===== config.mk =====
export PLATFORM = sky130hd
export DESIGN_NAME = vps_pixel_shifter
export DESIGN_NICKNAME = d
export VERILOG_FILES = /design/src/hw/vps_pkg.sv /design/src/hw/vps_word_shifter.sv /design/src/hw/vps_pixel_shifter.sv
export VERILOG_INCLUDE_DIRS = /design/src /design/src/hw
export SDC_FILE = /design/constraint.sdc
export NUM_CORES = 1
export LEC_CHECK = 0
export ABC_AREA = 1
export BUFFER_PORTS_ARGS = -buffer_cell sky130_fd_sc_hd__buf_2
export CORE_UTILIZATION = 42
export DETAILED_ROUTE_END_ITERATION = 12
export GPL_ROUTABILITY_DRIVEN = 0
export PLACE_DENSITY = 0.69
export SLEW_MARGIN = 0
export SYNTH_ARGS = -nofsm -noshare
export SYNTH_HDL_FRONTEND = slang
export SYNTH_HIERARCHICAL = 1
export SYNTH_SLANG_ARGS = --single-unit

===== constraint.sdc =====
create_clock -name clk_sys -period 1.7 [get_ports clk_sys]
set_input_delay 0.085 -clock clk_sys [delete_from_list [all_inputs] [get_ports clk_sys]]
set_output_delay 0.085 -clock clk_sys [all_outputs]
set_load 0.02 [all_outputs]

===== src/hw/vps_map.svh =====
`ifndef VPS_MAP_SVH
`define VPS_MAP_SVH
// pixel depth encodings on depth_sel
`define VPS_DEPTH_4     2'h0
`define VPS_DEPTH_8     2'h1
`define VPS_DEPTH_24    2'h2
// video timing defaults (pixels / lines)
`define VPS_H_ACTIVE    640
`define VPS_H_TOTAL     800
`define VPS_HS_START    656
`define VPS_HS_END      752
`define VPS_V_ACTIVE    480
`define VPS_V_TOTAL     525
`define VPS_VS_START    490
`define VPS_VS_END      492
// reset values
`define VPS_RST_PIXEL   8'h00
`endif


===== src/hw/vps_pkg.sv =====
`default_nettype none
package vps_pkg;
    typedef enum logic [1:0] {
        VPS_FETCH_IDLE,
        VPS_FETCH_WAIT
    } vps_fetch_t;
endpackage
`default_nettype wire


===== src/hw/vps_word_shifter.sv =====
`include "vps_map.svh"
`default_nettype none
// ----------------------------------------------------------------
// word shifter: one 32-bit word into pixels, lsb first
// ----------------------------------------------------------------
module vps_word_shifter #(
    parameter int WORD_W = 32
) (
    input  wire logic              clk_sys,
    input  wire logic              rst_n,
    input  wire logic              load,
    input  wire logic [WORD_W-1:0] word_in,
    input  wire logic              step,
    input  wire logic [1:0]        depth_sel,
    output var  logic [7:0]        pixel,
    output var  logic [3:0]        slots_left
);
    logic [WORD_W-1:0] shreg;

    initial begin
        if (WORD_W != 32) $error("word width must be 32");
    end

    // low bits leave first; nibble pixels take bits 0-3 then 4-7
    always_ff @(posedge clk_sys or negedge rst_n) begin
        if (!rst_n) begin
            shreg      <= '0;
            slots_left <= 4'h0;
        end else if (load) begin
            shreg      <= word_in;
            case (depth_sel)
                `VPS_DEPTH_4:  slots_left <= 4'h8;
                `VPS_DEPTH_24: slots_left <= 4'h1;
                default:       slots_left <= 4'h4;
            endcase
        end else if (step) begin
            case (depth_sel)
                `VPS_DEPTH_4:  shreg <= shreg >> 4;
                `VPS_DEPTH_24: shreg <= shreg;
                default:       shreg <= shreg >> 8;
            endcase
            slots_left <= slots_left - 4'h1;
        end
    end

    // nibble mode leaves the upper half zero; the palette mask covers it
    always_comb begin
        if (depth_sel == `VPS_DEPTH_4) begin
            pixel = {4'h0, shreg[3:0]};
        end else begin
            pixel = shreg[7:0];
        end
    end
endmodule // vps_word_shifter
`default_nettype wire


===== src/hw/vps_pixel_shifter.sv =====
// What this block does
// - accepts 32-bit vram serial words and makes an 8-bit pixel stream.
// - pixels leave every word least significant bits first.
// - nibble mode sends bits 0-3 then bits 4-7 of each byte.
// - memory is a linear array of equal pixels from bit 0 of byte 0.
// - 4-bit and 8-bit pixel modes feed an 8-bit palette dac directly.
// - in compatibility mode the block owns the random port as plain dram.
// - in acceleration mode it leaves the random port, still shifts, syncs.
// - memory is one 32-bit bank or two 16-bit banks.
// - two-bank maps may be word-interleaved or not.
// - in 24-bit mode exactly one pixel goes out per shift clock.
// - the address mapping is the same for interlaced and progressive scan.
// - each transfer cycle is requested by an active-low request output.
`include "vps_map.svh"
`default_nettype none
module vps_pixel_shifter
    import vps_pkg::*;
#(
    parameter int H_ACTIVE = `VPS_H_ACTIVE,
    parameter int H_TOTAL  = `VPS_H_TOTAL,
    parameter int HS_START = `VPS_HS_START,
    parameter int HS_END   = `VPS_HS_END,
    parameter int V_ACTIVE = `VPS_V_ACTIVE,
    parameter int V_TOTAL  = `VPS_V_TOTAL,
    parameter int VS_START = `VPS_VS_START,
    parameter int VS_END   = `VPS_VS_END
) (
    input  wire logic        clk_sys,
    input  wire logic        rst_n,
    input  wire logic        accel_mode,
    input  wire logic [1:0]  depth_sel,
    input  wire logic        split_banks,
    input  wire logic        bank_swap,
    input  wire logic        interlaced,
    input  wire logic [31:0] serial_data,
    input  wire logic        serial_valid,
    output var  logic        transfer_request_n,
    output var  logic        shift_clock,
    output var  logic        random_port_own,
    output var  logic [7:0]  pixel_out,
    output var  logic        blank_n,
    output var  logic        hsync,
    output var  logic        vsync
);
    // ------------------------------------------------------------
    // parameter checks
    // ------------------------------------------------------------
    initial begin
        if (HS_END >= H_TOTAL || H_ACTIVE >= HS_START) begin
            $error("bad horizontal timing");
        end
        if (VS_END >= V_TOTAL || V_ACTIVE >= VS_START) begin
            $error("bad vertical timing");
        end
    end

    // ------------------------------------------------------------
    // raster counters
    // ------------------------------------------------------------
    logic [11:0] hcount;
    logic [11:0] vcount;
    logic        field;
    logic        active;
    logic        line_end;

    assign line_end = (hcount == 12'(H_TOTAL - 1));
    assign active   = (hcount < 12'(H_ACTIVE)) && (vcount < 12'(V_ACTIVE));

    // interlace only toggles the field at frame end, never the lines scanned or the mapping
    always_ff @(posedge clk_sys or negedge rst_n) begin
        if (!rst_n) begin
            hcount <= 12'h000;
            vcount <= 12'h000;
            field  <= 1'b0;
        end else if (line_end) begin
            hcount <= 12'h000;
            if (vcount == 12'(V_TOTAL - 1)) begin
                vcount <= 12'h000;
                field  <= interlaced ? ~field : 1'b0;
            end else begin
                vcount <= vcount + 12'h001;
            end
        end else begin
            hcount <= hcount + 12'h001;
        end
    end

    // sync runs in both modes
    always_ff @(posedge clk_sys or negedge rst_n) begin
        if (!rst_n) begin
            hsync <= 1'b0;
            vsync <= 1'b0;
        end else begin
            hsync <= (hcount >= 12'(HS_START)) && (hcount < 12'(HS_END));
            vsync <= (vcount >= 12'(VS_START)) && (vcount < 12'(VS_END));
        end
    end

    // ------------------------------------------------------------
    // random port ownership
    // ------------------------------------------------------------
    // high means this block drives the vram random port as dram
    always_ff @(posedge clk_sys or negedge rst_n) begin
        if (!rst_n) begin
            random_port_own <= 1'b1;
        end else begin
            random_port_own <= ~accel_mode;
        end
    end

    // ------------------------------------------------------------
    // word fetch and bank ordering
    // ------------------------------------------------------------
    logic [31:0] word_hold;
    logic        hold_full;
    logic        load;
    logic        step;
    logic [3:0]  slots_left;
    logic [7:0]  pixel;
    logic [31:0] ordered;
    vps_fetch_t  fetch;

    // non-interleaved split banks present their halves swapped
    always_comb begin
        if (split_banks && bank_swap) begin
            ordered = {serial_data[15:0], serial_data[31:16]};
        end else begin
            ordered = serial_data;
        end
    end

    // request the next word on the edge the held one enters the shifter;
    // waiting a cycle longer stalls 8-bit mode behind a slow serial port
    always_ff @(posedge clk_sys or negedge rst_n) begin
        if (!rst_n) begin
            fetch              <= VPS_FETCH_IDLE;
            transfer_request_n <= 1'b1;
            shift_clock        <= 1'b0;
            word_hold          <= '0;
            hold_full          <= 1'b0;
        end else begin
            shift_clock <= 1'b0;
            if (load) begin
                hold_full <= 1'b0;
            end
            case (fetch)
                VPS_FETCH_IDLE: begin
                    if ((!hold_full || load) && active) begin
                        transfer_request_n <= 1'b0;
                        shift_clock        <= 1'b1;
                        fetch              <= VPS_FETCH_WAIT;
                    end
                end
                VPS_FETCH_WAIT: begin
                    if (serial_valid) begin
                        transfer_request_n <= 1'b1;
                        word_hold          <= ordered;
                        hold_full          <= 1'b1;
                        fetch              <= VPS_FETCH_IDLE;
                    end
                end
                default: begin
                    fetch              <= VPS_FETCH_IDLE;
                    transfer_request_n <= 1'b1;
                end
            endcase
        end
    end

    // prefetched word loads as the last slot drains, no gap
    assign step = active && (slots_left != 4'h0);
    assign load = hold_full &&
                  ((slots_left == 4'h0) || (step && slots_left == 4'h1));

    vps_word_shifter #(
        .WORD_W     (32)
    ) u_shift (
        .clk_sys    (clk_sys),
        .rst_n      (rst_n),
        .load       (load),
        .word_in    (word_hold),
        .step       (step && !load),
        .depth_sel  (depth_sel),
        .pixel      (pixel),
        .slots_left (slots_left)
    );

    // ------------------------------------------------------------
    // pixel output
    // ------------------------------------------------------------
    // blanked outside the active area; 4 and 8 bit go straight to dac
    always_ff @(posedge clk_sys or negedge rst_n) begin
        if (!rst_n) begin
            pixel_out <= `VPS_RST_PIXEL;
            blank_n   <= 1'b0;
        end else begin
            pixel_out <= step ? pixel : `VPS_RST_PIXEL;
            blank_n   <= active;
        end
    end

    // ------------------------------------------------------------
    // checks
    // ------------------------------------------------------------
    property p_sync_cycle;
        @(posedge clk_sys) disable iff (!rst_n)
        (hcount == 12'(HS_START)) |=> hsync;
    endproperty
    a_sync_cycle: assert property (p_sync_cycle)
        else $error("hsync not raised at sync start");

    property p_port_release;
        @(posedge clk_sys) disable iff (!rst_n)
        accel_mode |=> !random_port_own;
    endproperty
    a_port_release: assert property (p_port_release)
        else $error("random port still owned in acceleration mode");

    property p_port_own;
        @(posedge clk_sys) disable iff (!rst_n)
        !accel_mode |=> random_port_own;
    endproperty
    a_port_own: assert property (p_port_own)
        else $error("random port not owned in compatibility mode");

    property p_req_release;
        @(posedge clk_sys) disable iff (!rst_n)
        (!transfer_request_n && serial_valid) |=> transfer_request_n;
    endproperty
    a_req_release: assert property (p_req_release)
        else $error("request held after word arrived");

    property p_req_hold;
        @(posedge clk_sys) disable iff (!rst_n)
        (!transfer_request_n && !serial_valid) |=> !transfer_request_n;
    endproperty
    a_req_hold: assert property (p_req_hold)
        else $error("request dropped before word arrived");

    property p_nibble_low;
        @(posedge clk_sys) disable iff (!rst_n)
        (load && depth_sel == `VPS_DEPTH_4 && active) ##1 step
        |=> pixel_out == {4'h0, $past(word_hold[3:0], 2)};
    endproperty
    a_nibble_low: assert property (p_nibble_low)
        else $error("nibble pixel not taken from bits 0-3");

    property p_byte_low;
        @(posedge clk_sys) disable iff (!rst_n)
        (load && depth_sel == `VPS_DEPTH_8) ##1 step
        |=> pixel_out == $past(word_hold[7:0], 2);
    endproperty
    a_byte_low: assert property (p_byte_low)
        else $error("byte pixel not taken from low byte");

    property p_true_one;
        @(posedge clk_sys) disable iff (!rst_n)
        (load && depth_sel == `VPS_DEPTH_24) |=> slots_left == 4'h1;
    endproperty
    a_true_one: assert property (p_true_one)
        else $error("24-bit mode must give one pixel per word");

    property p_no_gap;
        @(posedge clk_sys) disable iff (!rst_n)
        (hold_full && step && slots_left == 4'h1) |=> slots_left != 4'h0;
    endproperty
    a_no_gap: assert property (p_no_gap)
        else $error("shifter ran dry with a word waiting");

    property p_field_flip;
        @(posedge clk_sys) disable iff (!rst_n)
        (interlaced && line_end && vcount == 12'(V_TOTAL - 1))
        |=> field != $past(field);
    endproperty
    a_field_flip: assert property (p_field_flip)
        else $error("interlace field did not change at frame end");

    property p_field_flat;
        @(posedge clk_sys) disable iff (!rst_n)
        (!interlaced && line_end && vcount == 12'(V_TOTAL - 1)) |=> !field;
    endproperty
    a_field_flat: assert property (p_field_flat)
        else $error("progressive scan left the field set");
endmodule // vps_pixel_shifter
`default_nettype wire


==> impl_summary.txt, run 1 <==
----------------------------------------------------
[Run status]
  Outcome ... complete, but fails checks
  Failing checks ... negative setup slack

[Setup path]
  Source of the worst register-to-register timing path ... hcount[10]
  Critical path startpoint category ... register
  Largest fanout on the critical path ... 11
  Largest delay share family, worst path ... simple AND/OR/NAND/NOR gates
  CP Class ... register to register
  Critical path cell sequence ... nor2_4, nand3_2, inv_2, nand3_4, o211ai_1, inv_1, nor2_2, inv_2, nand2_8, buf_12, nor2_1, nand2_1, nand2_1
  Number of cell instances on the worst register-to-register path ... 13
  Largest stage delay on the critical path ... 400 ps
  Critical Path RT ... a little under 2000 ps
  Worst Path Arrival ... approximately 2200 ps
  Capturing element type of the critical path ... register
  Slowest stage cell, crit path ... sky130_fd_sc_hd__dfrtp_1
  Endpoint of the lowest-slack register-to-register path ... u_shift/shreg[11]
  R2R setup slack ... -230 ps
  Buf+Inv Stages, Crit Path ... 4

[Global routing]
  Via count of the first global-routing pass ... 4740
  Initial antenna violation count ... 0
  Maximum number of pins on one net before global-route repair ... 49
  Wire length of the first global-routing pass ... 22730 µm
  Overflow left after global routing ... 0
  Total routing usage reported by global routing ... between 20% and 30%

[Layout]
  Post-Layout Cell Count ... 1035
  Synth-to-Final Area Change ... 31.20%
  Proportion of layout cells with a drive suffix above 1 ... 22.36%
  Post-route core utilization ... a little under three fifths
  Layout Nets ... around 900
  Final antenna diode count ... 0

[Power]
  Cell-internal power ... 6.970 mW
  Power, Total ... 11.30 mW
  Clock power frac ... 20.0%
  Worst IR Drop VDD ... 0.6901 mV
  Comb pwr share ... 43.8%
  Power density relative to cell area ... approximately 1600 mW/mm²
  Switching power share of the total ... 38.31%
  Part of the power in registers ... 36.2%
  Reported net switching power ... 4.328 mW
  Leakage power ... 3.588 nW

[Floorplanning]
  Starting Density ... 43.25%
  Number of top-level pins ... between 50 and 60
  Die Footprint ... 0.01356 mm²
  Count of standard-cell rows ... 41
  Overall die width ... 116.5 µm
  DIE HEIGHT ... 116.5 µm
  Floorplan core area ... 0.01272 mm²

[Clocking]
  Clock root buffer ... sky130_fd_sc_hd__clkbuf_16
  Maximum root-to-sink buffer count ... 2
  Number of H-tree levels ... 3
  Worst-path clk slew ... 70 ps
  CTS buffer count ... 9
  CTS tree ... built
  Clock sink count ... between 100 and 150
  Insertion delay to the later sink of the worst-skew pair ... roughly 350 ps

[Timing]
  Slew Limit Fails ... 0
  Worst slew margin relative to its limit ... 63.45%
  Post-route clock skew ... 11.01 ps
  Endpoints failing setup ... 33
  Total negative setup slack ... -5264 ps
  Least-Margin Pin Slew ... 547.1 ps
  Maximum clock frequency ... 0.5193 GHz
  RSZ-0062 raised after global routing ... true
  Final worst path period need ... 1926 ps
  Worst setup margin ... -225.7 ps
  Hold_ws ... 23.04 ps
  Final Hold Viols ... 0
  Final worst-path cycle share ... 113.3%

[Routing]
  Pre-antenna DRT Iters ... 5
  Vias post-DR ... 5160
  Wirelength, routed ... between 10000 and 15000 µm
  Detailed-route wire length per cell ... around 13 µm
  ANT nets after route ... 0
  DRC marker count from the first detailed-route iteration ... 335
  Drt via density ... approximately 5.0
  DRC Markers ... 0

[Placement]
  Port Buffer Count ... 53
  Final HPWL from detailed placement ... 8472 µm
  Number of placed instances, taps included ... 973

[Hold path]
  Hold wc startpoint ... serial_data[23]
  Cell count of the worst hold path ... 3
  Worst Hold Endpoint ... word_hold[7]
  Class of the worst hold path ... input port to register

[Yosys]
  Area share of and/or/nand/nor cells after synthesis ... around a third
  Gate count of the mapped netlist ... 731
  Cell type with the largest total area after synthesis ... sky130_fd_sc_hd__dfrtp_1
  Syn nets ... ~780
  Post-synthesis area per instance ... 7.528 µm²
  Compound-Gate Fraction of Synth Area ... roughly 8.6%
  Multiplexer area fraction after synthesis ... 0%
  Area fraction of the dominant cell type after synthesis ... 48.20%
  Yosys synthesis warning count ... 6
  Combinational family with the most area after synthesis ... simple AND/OR/NAND/NOR gates
  Yosys cell types ... 35
  Cell types with the largest area share after synthesis ... sky130_fd_sc_hd__dfrtp_1, sky130_fd_sc_hd__nand2_1, sky130_fd_sc_hd__nor2_1, sky130_fd_sc_hd__a21oi_1, sky130_fd_sc_hd__nand3_1
  Synthesized-area fraction occupied by adder cells ... 1.137%
  Register area share after synthesis ... 49.16%
  Register bit total from synthesis ... about 110
  Post-Syn Area ... ~0.0055 mm²
  Xor and xnor area share after synthesis ... 1.910%

[Job]
  Max-cap viol count ... 0

----------------------------------------------------
-- tightest hold or removal path, cell delays in order --
cell	delay, ps
sky130_fd_sc_hd__buf_2	110
sky130_fd_sc_hd__nand2_1	70
sky130_fd_sc_hd__a21oi_1	70
-- registers in the layout, summed over array words and instances (netlist names) --
name,count
transfer_request_n,1
shift_clock,1
hcount,12
u_shift/shreg,32
hsync,1
vcount,12
hold_full,1
random_port_own,1
u_shift/slots_left,4
blank_n,1
fetch,1
vsync,1
pixel_out,8
word_hold,32
-- layer usage --
| layer | vias up | track usage, % | part of all wire [%] |
|---|---|---|---|
| li1 | 2575 | - | - |
| met1 | 2407 | 30.80 | 48 |
| met2 | 161 | 33.21 | 46 |
| met3 | 17 | 3.788 | 4.8 |
| met4 | 0 | 6.667 | 1.1 |
| met5 | - | 0 | 0 |
-- through the flow --
stage / cell area, µm² / setup slack [ps]
6_report: 7219 / -225.7
5_1_grt: 7219 / -406.6
4_1_cts: 7144 / -92.10
3_5_place_dp: 6262 / -178.9
3_3_place_gp: 6262 / -198.0
2_1_floorplan: 5540 / -13.03
-- area by class of cell --
class | instances | area (µm²)
clock buffer | 10 | 239.0
clock inverter | 5 | 83.83
fill | 1205 | 5503
inverter | 60 | 232.7
multi-input combinational | 527 | 2526
sequential | 108 | 2705
tap | 172 | 215.2
timing repair buffer | 153 | 1217
-- power by group through the flow --
stage / combinational [mW] / sequential, mW / clock, mW
4_1_cts: 4.73 / 4.06 / 2.33
5_1_grt: 5.56 / 4.17 / 2.45
3_3_place_gp: 3.94 / 4.08 / 0
2_1_floorplan: 2.88 / 4.04 / 0
6_report: 4.95 / 4.08 / 2.26
3_5_place_dp: 4.00 / 4.09 / 0
-- cell usage after synthesis --
| cell type | count |
|---|---|
| sky130_fd_sc_hd__clkbuf_1 | 13 |
| sky130_fd_sc_hd__nor4b_1 | 1 |
| sky130_fd_sc_hd__o31ai_1 | 1 |
| sky130_fd_sc_hd__nor3_1 | 9 |
| sky130_fd_sc_hd__or2_2 | 1 |
| sky130_fd_sc_hd__a22oi_1 | 1 |
| sky130_fd_sc_hd__nand3b_1 | 2 |
| sky130_fd_sc_hd__nor2_2 | 2 |
| sky130_fd_sc_hd__o211ai_1 | 2 |
| sky130_fd_sc_hd__dfrtp_1 | 106 |
| sky130_fd_sc_hd__buf_4 | 6 |
| sky130_fd_sc_hd__o21ai_0 | 11 |
| sky130_fd_sc_hd__nand4_1 | 9 |
| sky130_fd_sc_hd__dfstp_2 | 2 |
| sky130_fd_sc_hd__xor2_1 | 11 |
| sky130_fd_sc_hd__ha_1 | 5 |
| sky130_fd_sc_hd__nor2_1 | 107 |
| sky130_fd_sc_hd__a21oi_1 | 67 |
| sky130_fd_sc_hd__nand3_1 | 52 |
| sky130_fd_sc_hd__xnor2_1 | 1 |
| sky130_fd_sc_hd__inv_2 | 5 |
| sky130_fd_sc_hd__clkinv_2 | 1 |
| sky130_fd_sc_hd__nand2_2 | 4 |
| sky130_fd_sc_hd__o21ai_1 | 3 |
| sky130_fd_sc_hd__a211oi_1 | 1 |
| sky130_fd_sc_hd__nor4_1 | 1 |
| sky130_fd_sc_hd__nor2_4 | 1 |
| sky130_fd_sc_hd__inv_1 | 54 |
| sky130_fd_sc_hd__buf_6 | 4 |
| sky130_fd_sc_hd__buf_2 | 10 |
| sky130_fd_sc_hd__o21ai_2 | 3 |
| sky130_fd_sc_hd__nor3_4 | 1 |
| sky130_fd_sc_hd__buf_1 | 3 |
| sky130_fd_sc_hd__nand2_1 | 230 |
| sky130_fd_sc_hd__o22ai_1 | 1 |
-- cells in the final DEF (no fill, tap or decap), types with 4 or more instances in the layout --
cell and count:
sky130_fd_sc_hd__o21ai_0 10, sky130_fd_sc_hd__nor3_1 8, sky130_fd_sc_hd__inv_2 10, sky130_fd_sc_hd__nand2_1 216, sky130_fd_sc_hd__buf_2 52, sky130_fd_sc_hd__inv_1 47
sky130_fd_sc_hd__nand3_1 46, sky130_fd_sc_hd__buf_12 5, sky130_fd_sc_hd__nand4_1 9, sky130_fd_sc_hd__a21oi_1 66, sky130_fd_sc_hd__nand3_2 5, sky130_fd_sc_hd__nor2_1 100
sky130_fd_sc_hd__dlygate4sd3_1 34, sky130_fd_sc_hd__clkbuf_16 9, sky130_fd_sc_hd__o21ai_1 4, sky130_fd_sc_hd__buf_4 58, sky130_fd_sc_hd__nor2_2 8, sky130_fd_sc_hd__nand2_2 15
sky130_fd_sc_hd__dfrtp_1 106, sky130_fd_sc_hd__xor2_1 11, sky130_fd_sc_hd__ha_1 4
-- worst max path at each step --
| stage | startpoint | slack, ps | to | depth (start not counted) |
|---|---|---|---|---|
| detailed placement | u_shift/slots_left[1] | -180 | u_shift/shreg[22] | 11 |
| global route | hcount[8] | -410 | u_shift/shreg[20] | 14 |
| CTS | u_shift/slots_left[2] | -90 | u_shift/shreg[21] | 11 |
| floorplan | hcount[11] | -10 | u_shift/shreg[28] | 13 |
| finish | hcount[10] | -230 | u_shift/shreg[11] | 13 |
| global placement | u_shift/slots_left[1] | -200 | u_shift/shreg[20] | 11 |
-- what timing repair did --
item / 4_1_cts / 5_1_grt
setup endpoints to repair: 34 / 51
gates resized for setup: 28 / 16
hold buffers: 34 / 0
endpoints found under the hold margin: 63 / 0
cloned: 3 / 0
setup buffers: 7 / 6
pin swaps: 14 / 9
-- cells by family after synthesis --
logic type / count (synthesis)
simple gates: 420
flops: 108
buf+inv: 96
compound gates: 90
xor+xnor: 12
fa+ha+maj: 5
Note: power is estimated with default switching activity, not from simulation.
==> run 2: changes to the inputs <==
Settings changed: PLACE_DENSITY 0.69 to 0.67.
Clock period 1.7 ns to 1.9 ns, I/O delays scaled along.
==> impl_summary.txt, run 2 (synthesis gave the netlist of run 1 again) <==
----------------------------------------------------
[Power]
  Leakage power ... 3.366 nW
  Power, Total ... 9.250 mW
  Worst IR Drop VDD ... 0.6791 mV
  Power density relative to cell area ... 1376 mW/mm²

[Floorplanning]
  Number of top-level pins ... 55
  Overall die width ... about 120 µm
  Starting Density ... 43.25%
  Die Footprint ... around 0.014 mm²
  DIE HEIGHT ... 116.5 µm
  Count of standard-cell rows ... 41
  Floorplan core area ... 0.01272 mm²

[Routing]
  DRC marker count from the first detailed-route iteration ... approximately 270
  ANT nets after route ... 0
  Vias post-DR ... a little under 5000
  Detailed-route wire length per cell ... about 12 µm
  Drt via density ... 4.869
  Wirelength, routed ... 12400 µm
  DRC Markers ... 0
  Pre-antenna DRT Iters ... 5

[Clocking]
  Insertion delay to the later sink of the worst-skew pair ... 340 ps
  CTS tree ... built
  Maximum root-to-sink buffer count ... 2
  Number of H-tree levels ... 3
  CTS buffer count ... 9
  Clock sink count ... 108
  Worst-path clk slew ... 70 ps
  Clock root buffer ... sky130_fd_sc_hd__clkbuf_16

[Timing]
  RSZ-0062 raised after global routing ... true
  Post-route clock skew ... 8.585 ps
  Slew Limit Fails ... 0
  Final worst path period need ... 1807 ps
  Endpoints failing setup ... 0
  Total negative setup slack ... 0 ps
  Worst setup margin ... between 90 and 100 ps
  Worst slew margin relative to its limit ... 67.56%
  Final worst-path cycle share ... 95.10%
  Final Hold Viols ... 0
  Maximum clock frequency ... 0.5534 GHz
  Least-Margin Pin Slew ... 484.9 ps

[Placement]
  Final HPWL from detailed placement ... 8277 µm
  Port Buffer Count ... 53
  Number of placed instances, taps included ... 960
  Worst setup slack before clock tree synthesis ... -7.810 ps

[Job]
  Max-cap viol count ... 0

[Global routing]
  Wire length of the first global-routing pass ... 21150 µm
  GR Layer Usage met3 ... approximately 3.3%
  Total routing usage reported by global routing ... 19.79%
  Met1 track demand over resource in global routing ... 30.10%
  Maximum number of pins on one net before global-route repair ... 49
  Initial antenna violation count ... 0
  Layer with the highest usage ... met1
  Met2 Resource Use GR ... 28.88%
  Overflow left after global routing ... 0
  Via count of the first global-routing pass ... around 4400

[Layout]
  Most common cell after layout, fill and taps aside ... sky130_fd_sc_hd__nand2_1
  Biggest registers after layout ... u_shift/shreg x32, word_hold x32
  Final antenna diode count ... 0
  Layout Nets ... 865
  Synth-to-Final Area Change ... 22.12%
  Number of inserted filler cells in the final layout ... 1249
  Post-Layout Cell Count ... around 1000
  Post-route core utilization ... 52.82%
  Proportion of layout cells with a drive suffix above 1 ... around 18%
  Most used cells in the layout excluding fill and tap cells ... sky130_fd_sc_hd__nand2_1, sky130_fd_sc_hd__dfrtp_1, sky130_fd_sc_hd__nor2_1

[Setup path]
  Worst Path Arrival ... 2050 ps
  Critical Path RT ... 2140 ps
  Capturing element type of the critical path ... register
  CP Class ... register to register
  Critical path startpoint category ... register
  Number of cell instances on the worst register-to-register path ... 11
  Largest fanout on the critical path ... 7

[Run status]
  Outcome ... completed

[Hold path]
  Cell count of the worst hold path ... 3
  Class of the worst hold path ... input port to register

----------------------------------------------------
[run 2: cell types whose count changed in the layout (fill, tap and decap cells not counted), sizes merged]
cell and change:
buf -25, clkinv +3, clkbuf +2, clkinvlp -3, bufinv -1, dlygate4sd3 -15
[run 2: what timing repair did]
action | 4_1_cts | 5_1_grt
setup buffers | 1 | 0
hold buffers | 19 | 0
hold endpoints to repair | 95 | 0
resized for setup | 4 | 22
endpoints found under the setup margin | 6 | 36
pin swaps | 2 | 4
[run 2: layout make-up]
| type | instances | area, µm² | share of cell area, % |
|---|---|---|---|
| flip-flops and latches | 108 | 2705 | 40.25 |
| clock buffers | 12 | 246.5 | 3.668 |
| inverters | 60 | 226.5 | 3.370 |
| repair buffers | 113 | 832.0 | 12.38 |
| multi-input cells | 527 | 2446 | 36.40 |
| well taps | 172 | 215.2 | 3.202 |
| clock inverters | 4 | 48.80 | 0.7261 |
[run 2: per-layer routing]
layer  vias up  share of wire [%]  wire (µm)
li1       2485                  -          -
met1      2241                 52       6439
met2       115                 42       5255
met3         9                4.4        544
met4         0                1.3        156
met5         -                  0          0
[run 2: through the flow]
stage | cell area [µm²] | hold WS, ps
global route | 6720 | 13.85
CTS | 6658 | 0.4874
floorplan | 5503 | -200.6
finish | 6720 | 7.079
detailed placement | 6148 | 0.9249
global placement | 6148 | 2.122
[run 2: final timing paths]
kind	startpoint	to	slack (ps)
setup / recovery	u_shift/slots_left[1]	u_shift/shreg[28]	90
setup reg to reg	u_shift/slots_left[1]	u_shift/shreg[28]	90
max in group asynchronous	rst_n	transfer_request_n	1120
min in group asynchronous	rst_n	word_hold[30]	170
hold / removal	serial_data[4]	word_hold[20]	7
hold reg to reg	transfer_request_n	transfer_request_n	470
[run 2: where the power goes]
part	total, mW	switching, mW	internal, mW
clock network	1.90	0.844	1.06
registers	3.64	0.528	3.11
logic	3.71	2.20	1.51
total	9.25	3.57	5.68
[run 2: worst max-delay path, stage by stage, from the launching register on]
cell and delay (ps):
sky130_fd_sc_hd__dfrtp_1 410, sky130_fd_sc_hd__nor3_4 250, sky130_fd_sc_hd__nand2_2 120, sky130_fd_sc_hd__a21oi_2 140, sky130_fd_sc_hd__buf_4 140, sky130_fd_sc_hd__inv_2 50
sky130_fd_sc_hd__nand3_1 120, sky130_fd_sc_hd__nand2_4 90, sky130_fd_sc_hd__buf_6 150, sky130_fd_sc_hd__buf_12 120, sky130_fd_sc_hd__nand2_1 50, sky130_fd_sc_hd__nand2_1 50
==> run 3: changes to the inputs <==
Settings changed: SKIP_LAST_GASP set to 1, SYNTH_HIERARCHICAL 1 to not set.
==> impl_summary.txt, run 3 <==
----------------------------------------------------
[Clocking]
  CTS tree ... built
  Worst-path clk slew ... 80 ps
  Clock sink count ... 108
  Clock root buffer ... sky130_fd_sc_hd__clkbuf_16
  Number of H-tree levels ... 3
  Maximum root-to-sink buffer count ... 2
  CTS buffer count ... 9
  Insertion delay to the later sink of the worst-skew pair ... ~360 ps

[Setup path]
  Capturing element type of the critical path ... register
  Endpoint of the lowest-slack register-to-register path ... u_shift.shreg[27]
  Cell type with the highest occurrence count on the critical path ... sky130_fd_sc_hd__nand2_4
  Worst Path Arrival ... 1990 ps
  Critical path startpoint category ... register
  Critical path cell sequence ... inv_1, ha_1, nand3_2, nand2_4, nand2_4, buf_12, nand2_1, nand3_1
  Largest stage delay on the critical path ... 410 ps
  CP Class ... register to register
  Slowest stage cell, crit path ... sky130_fd_sc_hd__dfrtp_1
  End of the critical path ... u_shift.shreg[27]
  CP startpoint ... u_shift.slots_left[0]
  Largest fanout on the critical path ... approximately 50
  Critical Path RT ... 2140 ps
  Number of cell instances on the worst register-to-register path ... 8
  Source of the worst register-to-register timing path ... u_shift.slots_left[0]
  R2R setup slack ... 150 ps

[Yosys]
  Syn nets ... 717
  Register area share after synthesis ... 48.42%
  Post-synthesis area per instance ... 8.338 µm²
  Number of enable-type register cells in the synthesized netlist ... 0
  Post-Syn Area ... ~0.0056 mm²
  Register bit total from synthesis ... 108
  Share of flip-flops with an asynchronous set or reset ... 100.0%
  Yosys synthesis warning count ... 0
  Cell type with the largest total area after synthesis ... sky130_fd_sc_hd__dfrtp_1
  Gate count of the mapped netlist ... 670
  Post-synth top flop ... sky130_fd_sc_hd__dfrtp_1
  Most frequently used cell type in the post-synthesis netlist ... sky130_fd_sc_hd__nand2_1
  Yosys cell types ... 37
  Cell types with the largest area share after synthesis ... sky130_fd_sc_hd__dfrtp_1, sky130_fd_sc_hd__nand3_1, sky130_fd_sc_hd__nand2_1, sky130_fd_sc_hd__nor2_1, sky130_fd_sc_hd__a21oi_1
  Area fraction of the dominant cell type after synthesis ... 47.48%
  List of most frequent post-synthesis cells ... sky130_fd_sc_hd__nand2_1, sky130_fd_sc_hd__nand3_1, sky130_fd_sc_hd__dfrtp_1, sky130_fd_sc_hd__nor2_1, sky130_fd_sc_hd__a21oi_1

[Routing]
  Wirelength, routed ... 12530 µm
  Detailed-route wire length per cell ... ~14 µm
  ANT nets after route ... 0
  Pre-antenna DRT Iters ... 5
  Drt via density ... 5.191
  Vias post-DR ... 4713
  DRC Markers ... 0
  DRC marker count from the first detailed-route iteration ... 315

[Floorplanning]
  Floorplan core area ... 0.01277 mm²
  Number of top-level pins ... 55
  Overall die width ... around 120 µm
  Starting Density ... 43.74%
  DIE HEIGHT ... approximately 120 µm
  Count of standard-cell rows ... 41
  Die Footprint ... 0.01377 mm²

[Layout]
  Biggest registers after layout ... u_shift.shreg x32, word_hold x32
  Layout Nets ... 778
  Final antenna diode count ... 0
  Post-Layout Cell Count ... 908
  Most used cells in the layout excluding fill and tap cells ... sky130_fd_sc_hd__nand2_1, sky130_fd_sc_hd__nand3_1, sky130_fd_sc_hd__dfrtp_1
  Post-route core utilization ... between 50% and 60%
  Synth-to-Final Area Change ... 16.17%
  Proportion of layout cells with a drive suffix above 1 ... between 10% and 20%
  Number of inserted filler cells in the final layout ... roughly 1200

[Power]
  Power, Total ... 8.093 mW
  Leakage power ... about 3.1 nW
  Cell-internal power ... 4.979 mW
  Power density relative to cell area ... about 1200 mW/mm²
  Comb pwr share ... 34.3%
  Switching power share of the total ... 38.48%
  Part of the power in registers ... 43.6%
  Reported net switching power ... approximately 3.1 mW
  Worst IR Drop VDD ... 0.8487 mV
  Clock power frac ... between 20% and 30%

[Timing]
  Least-Margin Pin Slew ... around 610 ps
  Maximum clock frequency ... between 0.5 and 0.6 GHz
  Endpoints failing setup ... 0
  Worst slew margin relative to its limit ... 59.06%
  Final Hold Viols ... 0
  Total negative setup slack ... 0 ps
  Post-route clock skew ... 11.67 ps
  RSZ-0062 raised after global routing ... false
  Final worst path period need ... ~1800 ps
  Final worst-path cycle share ... 92.30%
  Slew Limit Fails ... 0

[Placement]
  Final HPWL from detailed placement ... 8108 µm
  Number of placed instances, taps included ... between 800 and 900
  Port Buffer Count ... 53

[Hold path]
  Class of the worst hold path ... input port to register

[Global routing]
  Overflow left after global routing ... 0
  Via count of the first global-routing pass ... 4396
  Maximum number of pins on one net before global-route repair ... roughly 110
  Wire length of the first global-routing pass ... 21330 µm
  Initial antenna violation count ... 0
  Total routing usage reported by global routing ... roughly a fifth

[Run status]
  Outcome ... completed

[Job]
  Max-cap viol count ... 0

----------------------------------------------------
[run 3: cell count changes in the layout (fill, tap and decap cells not counted), moves of 8 or more]
cell	previous run	this run
sky130_fd_sc_hd__o21ai_1	3	11
sky130_fd_sc_hd__buf_4	36	9
sky130_fd_sc_hd__a21oi_1	66	52
sky130_fd_sc_hd__nand2_1	228	110
sky130_fd_sc_hd__mux2i_1	0	24
sky130_fd_sc_hd__nand3_1	48	110
sky130_fd_sc_hd__nor2_1	99	74
[run 3: logic make-up after synthesis]
logic type	synth area share [%]
and+or+nand+nor	27.39
muxes	4.300
DFF	48.42
adders and majority gates	1.344
buffers and inverters	7.883
xor gates and xnor gates	2.038
AOI/OAI and AO/OA	8.623
[run 3: worst min-delay path by stage]
stage	start	endpoint	slack, ps	cells after the start
2_1_floorplan	rst_n	blank_n	-200	0
3_3_place_gp	accel_mode	random_port_own	210	2
3_5_place_dp	accel_mode	random_port_own	210	2
4_1_cts	serial_data[19]	word_hold[3]	0.8	3
5_1_grt	serial_data[2]	word_hold[18]	20	3
6_report	serial_data[19]	word_hold[3]	7	3
[run 3: power groups by stage]
stage	registers (mW)	clock network [mW]	logic, mW
2_1_floorplan	3.51	0	2.10
3_3_place_gp	3.56	0	2.64
3_5_place_dp	3.57	0	2.74
4_1_cts	3.53	1.82	2.79
5_1_grt	3.62	1.92	3.18
6_report	3.53	1.78	2.78
[run 3: repair_timing]
action | in CTS | in global routing
resized for setup | 0 | 2
hold buffers | 22 | 0
buffers inserted | 0 | 0
hold endpoints to repair | 127 | 0
setup endpoints to repair | 0 | 2
[run 3: area by class of cell]
type / count / area [µm²] / share of cell area (%)
flip-flops and latches: 108 / 2706 / 41.70
clock buffers: 9 / 225.2 / 3.470
repair buffers: 87 / 628.1 / 9.678
multi-input cells: 467 / 2449 / 37.73
clock inverters: 7 / 48.80 / 0.7519
inverters: 58 / 217.7 / 3.355
well taps: 172 / 215.2 / 3.316
[run 3: critical path, delay by kind of cell, from the launching register on]
family                   cells  cell delay [ps]
adder cells (fa/ha/maj)      1              210
buffers and inverters        2              340
flip-flops                   1              410
AND/OR/NAND/NOR              5              680
[run 3: metrics by stage]
stage | worst slack, ps | hold slack (ps) | area [µm²]
global route | 14.58 | 15.45 | 6490
finish | 146.2 | 6.957 | 6490
detailed placement | 191.3 | 206.4 | 5992
CTS | 171.6 | 0.7861 | 6486
floorplan | 393.0 | -200.6 | 5587
global placement | 212.8 | 208.0 | 5992
[run 3: per-layer routing]
layer,track usage (%),up-vias,part of all wire (%),wire (µm)
met5,0,-,0,0
met4,7.468,0,1.9,235
met3,2.724,21,4.2,527
met2,28.11,119,45,5614
met1,27.99,2226,49,6151
li1,-,2347,-,-
